[src/pkg/spsdp_pkg.sv]
// Constants shared by the serial status and data port block.
// Assumes an 8-bit register port and a single 50 MHz core clock.
package spsdp_pkg;

    // ----------------------------------------
    // Register port geometry
    // ----------------------------------------
    localparam int unsigned ADDR_W = 8;
    localparam int unsigned DATA_W = 8;

    // ----------------------------------------
    // Register addresses
    // ----------------------------------------
    localparam logic [7:0] ADDR_DATA = 8'h31;
    localparam logic [7:0] ADDR_CTRL = 8'h32;
    localparam logic [7:0] ADDR_CSR = 8'h33;
    localparam logic [7:0] ADDR_IRQ_STAT = 8'h34;
    localparam logic [7:0] ADDR_IRQ_MASK = 8'h35;

    // ----------------------------------------
    // Control register fields
    // ----------------------------------------
    localparam int unsigned CR_IRQ_EN = 7;
    localparam int unsigned CR_PORT_EN = 6;
    localparam int unsigned CR_SPR2 = 5;
    localparam int unsigned CR_MASTER = 4;
    localparam int unsigned CR_CPOL = 3;
    localparam int unsigned CR_CPHA = 2;
    localparam int unsigned CR_SPR1 = 1;
    localparam int unsigned CR_SPR0 = 0;
    localparam logic [7:0] CTRL_RST = 8'h00;

    // ----------------------------------------
    // Control/status register fields
    // ----------------------------------------
    localparam int unsigned CSR_DONE = 7;
    localparam int unsigned CSR_WRITE_COLLISION_FLAG = 6;
    localparam int unsigned CSR_OVR = 5;
    localparam int unsigned CSR_MASTER_FAULT_FLAG = 4;
    localparam int unsigned CSR_ODIS = 2;
    localparam int unsigned CSR_SSM = 1;
    localparam int unsigned CSR_SSI = 0;
    localparam logic [2:0] CSR_SW_RST = 3'h0;
    localparam logic CSR_RSVD_VAL = 1'b0;

    // ----------------------------------------
    // Interrupt status and mask layout
    // ----------------------------------------
    localparam int unsigned IRQ_W = 3;
    localparam int unsigned IRQ_DONE = 2;
    localparam int unsigned IRQ_OVR = 1;
    localparam int unsigned IRQ_MASTER_FAULT_FLAG = 0;
    localparam logic [2:0] IRQ_RST = 3'h0;

    // ----------------------------------------
    // Shift sequencing
    // ----------------------------------------
    localparam logic [2:0] BIT_LAST = 3'h7;
    localparam logic [3:0] TOG_LAST = 4'hf;

    // Half-period reload values for the master clock divider
    localparam logic [5:0] DIV_RLD_4 = 6'h01;
    localparam logic [5:0] DIV_RLD_8 = 6'h03;
    localparam logic [5:0] DIV_RLD_16 = 6'h07;
    localparam logic [5:0] DIV_RLD_32 = 6'h0f;
    localparam logic [5:0] DIV_RLD_64 = 6'h1f;
    localparam logic [5:0] DIV_RLD_128 = 6'h3f;

    // Master sequencer states
    typedef enum logic [1:0] {
        ST_IDLE = 2'b00,
        ST_RUN = 2'b01
    } spsdp_state_type;

endpackage

[src/hdl/spsdp_port.sv]
// Serial peripheral status and data port: registers, flags, shifter.
// Assumes a one-cycle register port and pins sampled through synchronisers.
`timescale 1ns/1ps
`default_nettype none

module spsdp_port (
    input wire logic ref_clk,
    input wire logic srst,
    input wire logic [spsdp_pkg::ADDR_W-1:0] reg_addr,
    input wire logic [spsdp_pkg::DATA_W-1:0] reg_wdata,
    input wire logic reg_wr,
    input wire logic reg_rd,
    output logic [spsdp_pkg::DATA_W-1:0] reg_rdata,
    output logic irq,
    input wire logic sck_i,
    output logic sck_o,
    output logic sck_oe,
    input wire logic mosi_i,
    output logic mosi_o,
    output logic mosi_oe,
    input wire logic miso_i,
    output logic miso_o,
    output logic miso_oe,
    input wire logic ss_n_i,
    output logic ss_pin_free
);
    import spsdp_pkg::*;

    // ----------------------------------------
    // State
    // ----------------------------------------
    logic [7:0] ctrl_q; // Control register
    logic [2:0] csr_sw_q; // Output disable, soft select, select level
    logic done_q; // Transfer done flag
    logic write_collision_flag_q; // Write collision flag
    logic ovr_q; // Overrun flag
    logic master_fault_flag_q; // Master fault flag
    logic seq_armed_q; // Status read seen, data access pending
    logic master_fault_flag_armed_q; // Status read with fault set
    logic [7:0] rx_buf_q; // Receive buffer, left unreset
    logic [7:0] sh_q; // Shift register, left unreset
    logic out_q; // Bit presented on the data output
    logic [2:0] bit_cnt_q; // Captured bits of current byte
    logic [IRQ_W-1:0] irq_stat_q; // Sticky event bits
    logic [IRQ_W-1:0] irq_mask_q; // Event mask
    logic [7:0] rdata_q; // Read data, one cycle after strobe
    spsdp_state_type state_q; // Master sequencer
    logic [5:0] div_cnt_q; // Half-period countdown
    logic [3:0] tog_cnt_q; // Clock toggles issued
    logic sck_q; // Generated serial clock
    logic sck_prev_q; // Last synced clock level in slave mode

    // ----------------------------------------
    // Pin synchronisers
    // ----------------------------------------
    logic sck_s;
    logic mosi_s;
    logic miso_s;
    logic ss_s;

    spsdp_sync #(.RST_VAL(1'b0)) u_sync_sck
    (
        .ref_clk(ref_clk),
        .srst(srst),
        .d(sck_i),
        .q(sck_s)
    );

    spsdp_sync #(.RST_VAL(1'b0)) u_sync_mosi
    (
        .ref_clk(ref_clk),
        .srst(srst),
        .d(mosi_i),
        .q(mosi_s)
    );

    spsdp_sync #(.RST_VAL(1'b0)) u_sync_miso
    (
        .ref_clk(ref_clk),
        .srst(srst),
        .d(miso_i),
        .q(miso_s)
    );

    // Select idles high so a reset never looks like a fault
    spsdp_sync #(.RST_VAL(1'b1)) u_sync_ss
    (
        .ref_clk(ref_clk),
        .srst(srst),
        .d(ss_n_i),
        .q(ss_s)
    );

    // ----------------------------------------
    // Register decode
    // ----------------------------------------
    // five byte addresses
    wire wr_data = reg_wr && (reg_addr == ADDR_DATA);
    wire rd_data = reg_rd && (reg_addr == ADDR_DATA);
    wire wr_ctrl = reg_wr && (reg_addr == ADDR_CTRL);
    wire rd_csr = reg_rd && (reg_addr == ADDR_CSR);
    wire wr_csr = reg_wr && (reg_addr == ADDR_CSR);
    wire wr_istat = reg_wr && (reg_addr == ADDR_IRQ_STAT);
    wire wr_imask = reg_wr && (reg_addr == ADDR_IRQ_MASK);
    wire dr_access = wr_data || rd_data;

    // Configuration fields
    wire irq_en = ctrl_q[CR_IRQ_EN];
    wire port_en = ctrl_q[CR_PORT_EN];
    wire master = ctrl_q[CR_MASTER];
    wire cpol = ctrl_q[CR_CPOL];
    wire cpha = ctrl_q[CR_CPHA];
    wire odis = csr_sw_q[CSR_ODIS];
    wire select_source_soft = csr_sw_q[CSR_SSM];
    wire soft_select_level = csr_sw_q[CSR_SSI];
    wire [2:0] spr = {ctrl_q[CR_SPR2], ctrl_q[CR_SPR1], ctrl_q[CR_SPR0]};

    // ----------------------------------------
    // Slave select
    // ----------------------------------------
    // pick select source
    wire ss_int = select_source_soft ? soft_select_level : ss_s;
    wire slave_sel = port_en && !master && !ss_int;
    assign ss_pin_free = select_source_soft;

    // ----------------------------------------
    // Transfer control
    // ----------------------------------------
    wire master_run = (state_q == ST_RUN);
    // A slave counts as busy once its first bit is in
    wire busy = master ? master_run : (slave_sel && (bit_cnt_q != 3'h0));
    wire wr_blocked = done_q && !seq_armed_q;
    wire write_collision_flag_ev = wr_data && !wr_blocked && busy;
    wire load_ev = wr_data && !wr_blocked && !busy;
    wire start_ev = load_ev && master && port_en;
    wire master_fault_flag_ev = port_en && master && !ss_int;

    // ----------------------------------------
    // Serial clock edges
    // ----------------------------------------
    wire m_tog = master_run && (div_cnt_q == 6'h00);
    wire m_lead = m_tog && (sck_q == cpol);
    wire m_trail = m_tog && (sck_q != cpol);
    wire s_edge = slave_sel && (sck_s != sck_prev_q);
    wire s_lead = s_edge && (sck_prev_q == cpol);
    wire s_trail = s_edge && (sck_prev_q != cpol);
    wire lead_ev = master ? m_lead : s_lead;
    wire trail_ev = master ? m_trail : s_trail;
    // Phase picks which edge samples and which one drives
    wire cap_ev = cpha ? trail_ev : lead_ev;
    wire drv_ev = cpha ? lead_ev : trail_ev;
    wire ser_in = master ? miso_s : mosi_s;
    wire [7:0] rx_next = {sh_q[6:0], ser_in};
    wire done_ev = cap_ev && (bit_cnt_q == BIT_LAST);
    wire ovr_ev = done_ev && done_q;

    // ----------------------------------------
    // Flag clearing sequences
    // ----------------------------------------
    // status read then data access
    wire done_clr = seq_armed_q && dr_access;
    wire ovr_clr = rd_csr;
    wire master_fault_flag_clr = master_fault_flag_armed_q && wr_ctrl;

    // ----------------------------------------
    // Divider selection
    // ----------------------------------------
    // Half-period reload, one less than the half period in core cycles, for each rate code
    function automatic logic [5:0] div_reload(input logic [2:0] code);
        logic [5:0] r;
        r = DIV_RLD_128;
        case (code)
            3'h4: r = DIV_RLD_4;
            3'h0: r = DIV_RLD_8;
            3'h1: r = DIV_RLD_16;
            3'h5: r = DIV_RLD_16;
            3'h6: r = DIV_RLD_32;
            3'h2: r = DIV_RLD_64;
            default: r = DIV_RLD_128;
        endcase
        return r;
    endfunction

    wire [5:0] div_rld = div_reload(spr);

    // ----------------------------------------
    // Read multiplexer
    // ----------------------------------------
    // Reserved bit reads as zero
    wire [7:0] csr_rd = {done_q, write_collision_flag_q, ovr_q, master_fault_flag_q, CSR_RSVD_VAL, csr_sw_q};
    wire [7:0] rd_mux =
        (reg_addr == ADDR_DATA) ? rx_buf_q :
        (reg_addr == ADDR_CTRL) ? ctrl_q :
        (reg_addr == ADDR_CSR) ? csr_rd :
        (reg_addr == ADDR_IRQ_STAT) ? {5'h00, irq_stat_q} :
        (reg_addr == ADDR_IRQ_MASK) ? {5'h00, irq_mask_q} : 8'h00;
    wire [IRQ_W-1:0] irq_ev = {done_ev, ovr_ev, master_fault_flag_ev};
    wire [IRQ_W-1:0] istat_clr = wr_istat ? reg_wdata[IRQ_W-1:0] : IRQ_RST;

    // ----------------------------------------
    // Control register
    // ----------------------------------------
    // Software write first, a fault overrides it
    always_ff @(posedge ref_clk)
    begin
        if (srst)
        begin
            ctrl_q <= CTRL_RST;
        end
        else
        begin
            if (wr_ctrl)
            begin
                ctrl_q <= reg_wdata;
            end
            if (master_fault_flag_ev)
            begin
                ctrl_q[CR_PORT_EN] <= 1'b0;
                ctrl_q[CR_MASTER] <= 1'b0;
            end
        end
    end

    // ----------------------------------------
    // Status flags
    // ----------------------------------------
    // Set terms win over clears in the same cycle
    always_ff @(posedge ref_clk)
    begin
        if (srst)
        begin
            csr_sw_q <= CSR_SW_RST;
            done_q <= 1'b0;
            write_collision_flag_q <= 1'b0;
            ovr_q <= 1'b0;
            master_fault_flag_q <= 1'b0;
            seq_armed_q <= 1'b0;
            master_fault_flag_armed_q <= 1'b0;
        end
        else
        begin
            // Only the low three bits are writable
            if (wr_csr)
            begin
                csr_sw_q <= reg_wdata[2:0];
            end
            done_q <= done_ev || (done_q && !done_clr);
            write_collision_flag_q <= write_collision_flag_ev || (write_collision_flag_q && !done_clr);
            ovr_q <= ovr_ev || (ovr_q && !ovr_clr);
            master_fault_flag_q <= master_fault_flag_ev || (master_fault_flag_q && !master_fault_flag_clr);
            seq_armed_q <= rd_csr || (seq_armed_q && !dr_access);
            master_fault_flag_armed_q <= (rd_csr && master_fault_flag_q) || (master_fault_flag_armed_q && !wr_ctrl);
        end
    end

    // ----------------------------------------
    // Interrupt status and mask
    // ----------------------------------------
    // Write one to clear; a new event wins
    always_ff @(posedge ref_clk)
    begin
        if (srst)
        begin
            irq_stat_q <= IRQ_RST;
            irq_mask_q <= IRQ_RST;
        end
        else
        begin
            irq_stat_q <= irq_ev | (irq_stat_q & ~istat_clr);
            if (wr_imask)
            begin
                irq_mask_q <= reg_wdata[IRQ_W-1:0];
            end
        end
    end

    assign irq = irq_en && (|(irq_stat_q & irq_mask_q));

    // ----------------------------------------
    // Read data
    // ----------------------------------------
    // Data stands for exactly one cycle
    always_ff @(posedge ref_clk)
    begin
        if (srst)
        begin
            rdata_q <= 8'h00;
        end
        else
        begin
            rdata_q <= reg_rd ? rd_mux : 8'h00;
        end
    end

    assign reg_rdata = rdata_q;

    // ----------------------------------------
    // Shift register and receive buffer
    // ----------------------------------------
    // No transmit buffer, so a write lands in the shifter at once
    always_ff @(posedge ref_clk)
    begin
        if (load_ev)
        begin
            sh_q <= reg_wdata;
        end
        else if (cap_ev)
        begin
            sh_q <= rx_next;
        end
        if (done_ev && !done_q)
        begin
            rx_buf_q <= rx_next;
        end
    end

    // Bit counter and output bit
    always_ff @(posedge ref_clk)
    begin
        if (srst)
        begin
            bit_cnt_q <= 3'h0;
            out_q <= 1'b0;
        end
        else
        begin
            if (load_ev || (!master && !slave_sel))
            begin
                // Deselect aborts a partial slave byte
                bit_cnt_q <= 3'h0;
            end
            else if (cap_ev)
            begin
                bit_cnt_q <= bit_cnt_q + 3'h1;
            end
            // Phase zero shows the first bit before any edge
            if (load_ev && !cpha)
            begin
                out_q <= reg_wdata[7];
            end
            else if (drv_ev)
            begin
                out_q <= sh_q[7];
            end
        end
    end

    // ----------------------------------------
    // Master clock sequencer
    // ----------------------------------------
    // Sixteen toggles make one byte; a fault aborts the byte
    always_ff @(posedge ref_clk)
    begin
        if (srst)
        begin
            state_q <= ST_IDLE;
            div_cnt_q <= 6'h00;
            tog_cnt_q <= 4'h0;
            sck_q <= 1'b0;
        end
        else
        begin
            case (state_q)
                ST_IDLE:
                begin
                    // Clock rests at its idle polarity
                    sck_q <= cpol;
                    tog_cnt_q <= 4'h0;
                    div_cnt_q <= div_rld;
                    if (start_ev && !master_fault_flag_ev)
                    begin
                        state_q <= ST_RUN;
                    end
                end
                ST_RUN:
                begin
                    if (master_fault_flag_ev)
                    begin
                        state_q <= ST_IDLE;
                    end
                    else if (m_tog)
                    begin
                        sck_q <= !sck_q;
                        div_cnt_q <= div_rld;
                        tog_cnt_q <= tog_cnt_q + 4'h1;
                        if (tog_cnt_q == TOG_LAST)
                        begin
                            state_q <= ST_IDLE;
                        end
                    end
                    else
                    begin
                        div_cnt_q <= div_cnt_q - 6'h01;
                    end
                end
                default:
                begin
                    state_q <= ST_IDLE;
                end
            endcase
        end
    end

    // Slave mode edge finder
    always_ff @(posedge ref_clk)
    begin
        if (srst)
        begin
            sck_prev_q <= 1'b0;
        end
        else
        begin
            sck_prev_q <= sck_s;
        end
    end

    // ----------------------------------------
    // Pin drivers
    // ----------------------------------------
    assign sck_o = sck_q;
    assign sck_oe = port_en && master;
    assign mosi_o = out_q;
    assign mosi_oe = port_en && master && !odis;
    // Slave drives only while selected to avoid bus fights
    assign miso_o = out_q;
    assign miso_oe = slave_sel && !odis;

endmodule

`default_nettype wire

[src/hdl/spsdp_sync.sv]
// Two-stage synchroniser for one asynchronous pin.
// Assumes the pin is unrelated to ref_clk; only q may be read.
`timescale 1ns/1ps
`default_nettype none

module spsdp_sync #(
    parameter logic RST_VAL = 1'b0
) (
    input wire logic ref_clk,
    input wire logic srst,
    input wire logic d,
    output logic q
);

    // ----------------------------------------
    // Stages
    // ----------------------------------------
    // First stage, read only by the second
    logic meta_q;

    // Both stages reset to the idle level of the pin
    always_ff @(posedge ref_clk)
    begin
        if (srst)
        begin
            meta_q <= RST_VAL;
            q <= RST_VAL;
        end
        else
        begin
            meta_q <= d;
            q <= meta_q;
        end
    end

endmodule

`default_nettype wire

[config.mk]
export PLATFORM = sky130hd
export DESIGN_NAME = spsdp_port
export DESIGN_NICKNAME = d
export VERILOG_FILES = /design/src/pkg/spsdp_pkg.sv /design/src/hdl/spsdp_port.sv /design/src/hdl/spsdp_sync.sv
export SDC_FILE = /design/constraint.sdc
export NUM_CORES = 1
export LEC_CHECK = 0
export BUFFER_PORTS_ARGS = -buffer_cell sky130_fd_sc_hd__buf_2
export CORE_MARGIN = 1.5
export CORE_UTILIZATION = 30
export CTS_CLUSTER_SIZE = 40
export DETAILED_ROUTE_END_ITERATION = 6
export PLACE_DENSITY = 0.54
export SYNTH_ARGS = -nofsm -noshare
export SYNTH_HDL_FRONTEND = slang
export SYNTH_SLANG_ARGS = --single-unit
[constraint.sdc]
create_clock -name ref_clk -period 4.54 [get_ports ref_clk]
set_input_delay 0.227 -clock ref_clk [delete_from_list [all_inputs] [get_ports ref_clk]]
set_output_delay 0.227 -clock ref_clk [all_outputs]
set_load 0.02 [all_outputs]
==> results of run 1 <==
[final timing paths]
check	startpoint	end	slack [ns]	cells after the start
worst min-delay path	ss_n_i	u_sync_ss.meta_q	0.05	2
worst min register to register	u_sync_ss.meta_q	u_sync_ss.q	0.42	1
worst max register to register	div_cnt_q[2]	rx_buf_q[6]	2.19	5
worst max-delay path	div_cnt_q[2]	rx_buf_q[6]	2.19	5
[per-stage QoR]
| step | cells | setup WS [ns] | hold slack, ns | power (uW) |
|---|---|---|---|---|
| floorplan | 327 | 2.47 | 0.331 | 704 |
| global placement | 490 | 2.28 | 0.401 | 729 |
| detailed placement | 490 | 2.17 | 0.396 | 729 |
| CTS | 506 | 2.17 | 0.0322 | 1310 |
| global route | 506 | 1.97 | 0.0422 | 1340 |
| finish | 506 | 2.19 | 0.0531 | 1290 |
[registers in the layout, summed over array words and instances, names as in the netlist, 4 cells and up]
signal	count
rx_buf_q	8
tog_cnt_q	4
div_cnt_q	6
sh_q	8
reg_rdata	8
ctrl_q	8
[cell usage after synthesis (all sizes together)]
cell | number | area (sq um)
buf | 6 | 47.6
nand2 | 12 | 45.0
and4 | 4 | 35.0
nand4 | 4 | 25.0
and2 | 2 | 12.5
a21oi | 18 | 90.1
ha | 6 | 75.1
nor2 | 41 | 154
nor3b | 2 | 15.0
clkinv | 1 | 3.75
clkbuf | 10 | 37.5
inv | 6 | 22.5
o21ai | 16 | 80.1
o31a | 1 | 8.76
nand4b | 2 | 17.5
or4 | 1 | 7.51
a21bo | 3 | 30.0
o2bb2ai | 1 | 27.5
and3 | 5 | 36.3
o22ai | 3 | 18.8
mux2i | 25 | 250
o2111ai | 1 | 8.76
nand2b | 10 | 62.6
mux2 | 10 | 146
nor3 | 9 | 55.1
o211ai | 1 | 7.51
a32oi | 1 | 8.76
a22oi | 3 | 22.5
dfxtp | 56 | 1120
nor2b | 15 | 93.8
or2 | 3 | 18.8
nand4bb | 1 | 27.5
xor2 | 2 | 17.5
nor4 | 3 | 46.3
a2bb2oi | 1 | 8.76
o31ai | 1 | 7.51
edfxtp | 16 | 480
nand3 | 7 | 35.0
a211oi | 7 | 52.6
a21boi | 2 | 15.0
or3 | 1 | 6.26
a222oi | 4 | 40.0
xnor2 | 4 | 42.6
[layout make-up]
type | count | area share
flip-flops and latches | 72 | 0.413
inverters | 7 | 0.00678
repair buffers | 39 | 0.0504
clock inverters | 6 | 0.0200
multi-input cells | 232 | 0.426
well taps | 140 | 0.0452
clock buffers | 10 | 0.0384
[power by group]
group | total [uW] | internal (uW) | switching [uW] | leakage, uW
Combinational | 56.5 | 21.8 | 34.7 | 0.000773
Sequential | 658 | 656 | 2.00 | 0.000599
Clock | 575 | 299 | 276 | 0.000112
[per-layer routing]
metal	global-route usage	part of all wire	vias up	routed length (um)
met5	0	0	-	0
met4	0.0508	0.017	0	131
met3	0.0347	0.052	12	409
met2	0.225	0.46	74	3620
met1	0.190	0.47	1209	3690
li1	-	-	1252	-
[cells by family (layout without fill, tap and decap cells)]
logic type      after synthesis  after routing  synth area share
simple gates                122            122             0.206
flops                        72             72             0.476
compound gates               63             63             0.127
mux                          35             35             0.118
buf+inv                      23             62            0.0331
fa+ha+maj                     6              6            0.0223
xor+xnor                      6              6            0.0179
==> summary.txt, run 1 <==
Synth
  • #FFs+latches synth: 72
  • Synth warnings: 0
  • Syn_nets: 357
  • Synth unique cells: 52
  • Post-synthesis cell count: 327
  • Netlist Area Pre-Place: 3360 sq um
  • Register area share after synthesis: 0.476
  • Synthesized area per cell: 10.3 sq um

Worst setup path
  • Buf/Inv on CP: 0
  • Worst Path Max Fanout: 8
  • Crit path required time: 4.54 ns
  • Worst path top cell family by delay: simple AND/OR/NAND/NOR gates
  • CP max stage cell: nor3_1
  • CP max stage delay: 0.51 ns
  • Kind of critical path: reg2reg
  • Crit path capture type: flip-flop
  • Worst path arrival time: 2.35 ns
  • CP Cell Sequence: nor3_1, nand4_1, o2bb2ai_4, nand2_1, nor2_1
  • Critical path launch point type: flip-flop

Finish
  • Design area: 3880 sq um
  • Area grow syn2layout: 15.2%
  • Area of the multi-input gates: 1650 sq um
  • Proportion of layout cells with a drive suffix above 1: 0.216
  • Final Core Density: 0.356
  • Most frequent cells in the layout: dfxtp_1, nor2_1, buf_2
  • Commonest non-fill, non-tap cell in the layout: dfxtp_1
  • Sequential cell area: 1600 sq um
  • Fin nets: 391
  • Fillcell total: 1095
  • # diodes: 0

Route
  • Drt total wl: 7850 um
  • Via Count: 2547
  • DR iter-0 viols: 124
  • Post-detailed-route count of antenna-violating nets: 0
  • Drt drc: 0
  • Post-DR wirelength/cell: 15.5 um
  • First-pass DRT Iterations: 4
  • Vias/cell: 5.03

Clock tree
  • CTS tree: yes
  • Post-CTS resize count: 0
  • Clock buffer count from CTS: 9
  • Htree depth: 3
  • # Post-CTS Setup Buffers: 0
  • Hold buffer count at CTS: 0
  • CTS Buffer Depth: 2
  • Clock Latency Late Sink: 0.36 ns
  • CTS sink cnt: 72
  • Reg clk slew, reported paths: 0.09 ns
  • Root Driver: clkbuf_8

STA
  • RSZ-0062 raised after global routing: no
  • Relative slew slack: 0.416
  • Setup TNS: 0 ns
  • Final hold vios: 0
  • Fin crit share: 0.518
  • Fin crit period: 2.35 ns
  • Final setup fails: 0
  • Fin Clk Skew: 0.0142 ns
  • Max Freq: 426 MHz
  • Slew Viols, Final: 0
  • Worst Max-Slew Pin Slew: 0.876 ns

Outcome
  • Status: finished clean

Floorplan
  • Boundary pin count: 40
  • Die height: 109 um
  • Core ar.: 10900 sq um
  • Row cnt: 38
  • Die area: 11900 sq um
  • Die X: 109 um
  • Starting Density: 0.309

GRT
  • First-pass GRT wire length: 12800 um
  • Initial antenna violation count: 0
  • Gr usage total: 0.143
  • Pin count of the biggest net entering global routing: 46
  • Vias in the first global route: 2431
  • Remaining global-route overflow: 0

Power
  • Worst VDD drop: 116 uV
  • Leakage: 0.00148 uW
  • Pwr dens: 332 nW/um^2

Placed design
  • PortBufs: 39
  • DP Area: 3650 sq um
  • DPL Wire Length: 5700 um
  • Gpl congestion: 0.855

Run
  • Max Cap Viol: 0

Worst hold path
  • Hold Crit Class: in2reg
No activity file was read; power rests on OpenSTA's default activity.
==> run 2: changes to the inputs <==
- ABC_AREA: default -> 1
- clock period: 4.54 -> 2.3 ns (I/O delays scaled with it)
==> run 2 against run 1 <==
Against the previous run:
- synthesized area down 0.97%
- via count grew 9.8%
- critical path type unchanged
- non-clock buffer count grew 10
- die area fell by 0.94%
- global-route usage is 0.73 points higher
- first-iteration DRC count up 8.1%
- power is 79% higher
- highest routed layer unchanged
- critical path depth up 3
- largest power group unchanged
- clock skew fell by 0.0074 ns
==> summary.txt, run 2 <==
Synth
  • Post-synthesis cell count: 423 (+29%)
  • Synth area leaders: dfxtp_1, edfxtp_1, nand2_1
  • Top-area cell type share of the netlist area: 0.336 (+0.00325)
  • Synth unique cells: 34 (-35%)
  • Synthesized area per cell: 7.88 sq um (-23%)
  • Post-synth top cells: nand2_1, inv_1, dfxtp_1
  • Yosys top cell by area: dfxtp_1
  • Netlist Area Pre-Place: 3330 sq um (-0.97%)
  • Ys flop type: dfxtp_1
  • Cell with the most instances after synthesis: nand2_1
  • Post-synth EDFFs: 16 (unchanged)
  • #FFs+latches synth: 72 (unchanged)
  • Synth warnings: 0 (unchanged)
  • Syn_nets: 453 (+27%)
  • Register area share after synthesis: 0.481 (+0.00465)
  • Asr flop ratio synth: 0 (unchanged)

Route
  • First-pass DRT Iterations: 4 (unchanged)
  • Drt total wl: 8140 um (+3.7%)
  • Drt drc: 0 (unchanged)
  • Met2 routed WL: 3540 um (-2.1%)
  • Routed met3 length: 383 um (-6.4%)
  • Vias/cell: 4.55 (-9.6%)
  • Top layer in use: met4
  • Post-detailed-route count of antenna-violating nets: 0 (unchanged)
  • Post-DR wirelength/cell: 13.2 um (-15%)
  • DR iter-0 viols: 134 (+8.1%)
  • Metal-1 WL: 4080 um (+11%)
  • Via Count: 2797 (+9.8%)

Finish
  • Final Core Density: 0.359 (+0.00283)
  • Fillcell total: 1162 (+6.1%)
  • Most frequent cells in the layout: nand2_1, inv_1, dfxtp_1
  • Area grow syn2layout: 16.7%
  • Design area: 3890 sq um (+0.35%)
  • Fin nets: 500 (+28%)
  • Commonest non-fill, non-tap cell in the layout: nand2_1
  • Proportion of layout cells with a drive suffix above 1: 0.185 (-0.0306)
  • # diodes: 0 (unchanged)

GRT
  • Initial antenna violation count: 0 (unchanged)
  • Remaining global-route overflow: 0 (unchanged)
  • Gr usage total: 0.150 (+0.00728)
  • Pin count of the biggest net entering global routing: 24 (-48%)
  • First-pass GRT wire length: 13400 um (+5.3%)
  • Vias in the first global route: 2702 (+11%)

STA
  • Fin crit share: 0.826 (+0.309)
  • Fin crit period: 1.90 ns (-0.449 ns)
  • Setup TNS: 0 ns (unchanged)
  • RSZ-0062 raised after global routing: no
  • Final hold vios: 0 (unchanged)
  • Fin Clk Skew: 0.00677 ns (-0.00744 ns)
  • Worst Max-Slew Pin Slew: 0.660 ns (-0.216 ns)
  • Final setup fails: 0 (unchanged)
  • Slew Viols, Final: 0 (unchanged)
  • Max Freq: 526 MHz (+24%)
  • Relative slew slack: 0.559 (+0.143)

Clock tree
  • # Post-CTS Setup Buffers: 0 (unchanged)
  • Reg clk slew, reported paths: 0.08 ns (about the same)
  • Clock Latency Late Sink: 0.35 ns (about the same)
  • Clock buffer count from CTS: 9 (unchanged)
  • Root Driver: clkbuf_8
  • CTS tree: yes
  • CTS sink cnt: 72 (unchanged)
  • Htree depth: 3 (unchanged)
  • CTS Buffer Depth: 2 (unchanged)

Floorplan
  • Row cnt: 38 (unchanged)
  • Die area: 11700 sq um (-0.94%)
  • Die height: 108 um (-0.47%)
  • Boundary pin count: 40 (unchanged)
  • Core ar.: 10800 sq um (-0.44%)
  • Die X: 108 um (-0.47%)
  • Starting Density: 0.307 (-0.00165)

Placed design
  • PortBufs: 39 (unchanged)
  • DP Area: 3680 sq um (+0.72%)
  • Gpl congestion: 0.817 (-4.5%)
  • DPL Wire Length: 6210 um (+8.9%)

Worst setup path
  • Worst Path Max Fanout: 8 (unchanged)
  • Crit path capture type: flip-flop
  • Kind of critical path: reg2reg
  • Critical path launch point type: flip-flop
  • Crit path required time: 2.36 ns (-2.18 ns)
  • Worst path arrival time: 1.96 ns (-0.39 ns)

Power
  • Total Power: 2300 uW (+79%)
  • Worst VDD drop: 221 uV (+89%)
  • Leakage: 0.00170 uW (+15%)
  • Pwr dens: 592 nW/um^2 (+78%)

Outcome
  • Status: finished clean

Worst hold path
  • Hold Crit Class: in2reg

Run
  • Max Cap Viol: 0 (unchanged)
run 2: cell types whose count changed after synthesis, sizes merged, moves of 14 or more:
cell   before  now
o21ai      16   31
nand3       7   29
nor2b      15    0
inv         6   67
mux2i      25    0
nand2      12   88
a21oi      18   32
run 2: layer usage:
metal | vias to the layer above | global-route usage
met3 | 10 | 0.0386
met5 | - | 0
li1 | 1473 | -
met2 | 52 | 0.229
met4 | 0 | 0.0555
met1 | 1262 | 0.203
run 2: final timing paths:
kind | slack [ns] | startpoint | end | depth (start not counted)
worst max-delay path | 0.40 | ctrl_q[4] | rx_buf_q[2] | 8
worst min-delay path | 0.06 | reg_wdata[5] | sh_q[5] | 3
worst max register to register | 0.40 | ctrl_q[4] | rx_buf_q[2] | 8
worst min register to register | 0.40 | u_sync_sck.meta_q | u_sync_sck.q | 2
run 2: metrics by stage:
step / cells / hold slack (ns) / setup WS [ns]
2_1_floorplan: 423 / 0.219 / 0.407
3_3_place_gp: 595 / 0.306 / 0.432
3_5_place_dp: 595 / 0.306 / 0.421
4_1_cts: 615 / 0.0453 / 0.404
5_1_grt: 615 / 0.0732 / 0.248
6_report: 615 / 0.0610 / 0.399
run 2: logic make-up after synthesis:
| family | synth area share |
|---|---|
| fa+ha+maj | 0.0225 |
| simple gates | 0.238 |
| buf+inv | 0.0984 |
| compound gates | 0.137 |
| xor+xnor | 0.0237 |
| flops | 0.481 |
run 2: final cells by class:
type | instances | area, sq um | area share
clock inverter | 5 | 32.5 | 0.00836
timing repair buffer | 49 | 280 | 0.0720
inverter | 68 | 256 | 0.0659
clock buffer | 11 | 141 | 0.0363
multi-input combinational | 270 | 1400 | 0.361
sequential | 72 | 1600 | 0.412
tap | 140 | 175 | 0.0450
run 2: where the power goes:
part | leakage [uW] | total [uW] | switching, uW | internal [uW]
registers | 0.000598 | 1300 | 4.70 | 1290
logic | 0.00102 | 108 | 68.3 | 40.0
clock network | 0.0000813 | 895 | 478 | 417
run 2: what timing repair did:
action	CTS	global route
endpoints found under the setup margin	0	0
hold buffers	4	0
endpoints found under the hold margin	4	0
resized for setup	0	0
run 2: critical path: stages, from the launching register on:
cell and delay [ns]:
dfxtp_1 0.37, inv_2 0.12, nand2_2 0.07, nor2_1 0.26
nand3_1 0.17, nand3_2 0.15, nand3_1 0.17, nor2_1 0.13
buf_4 0.17
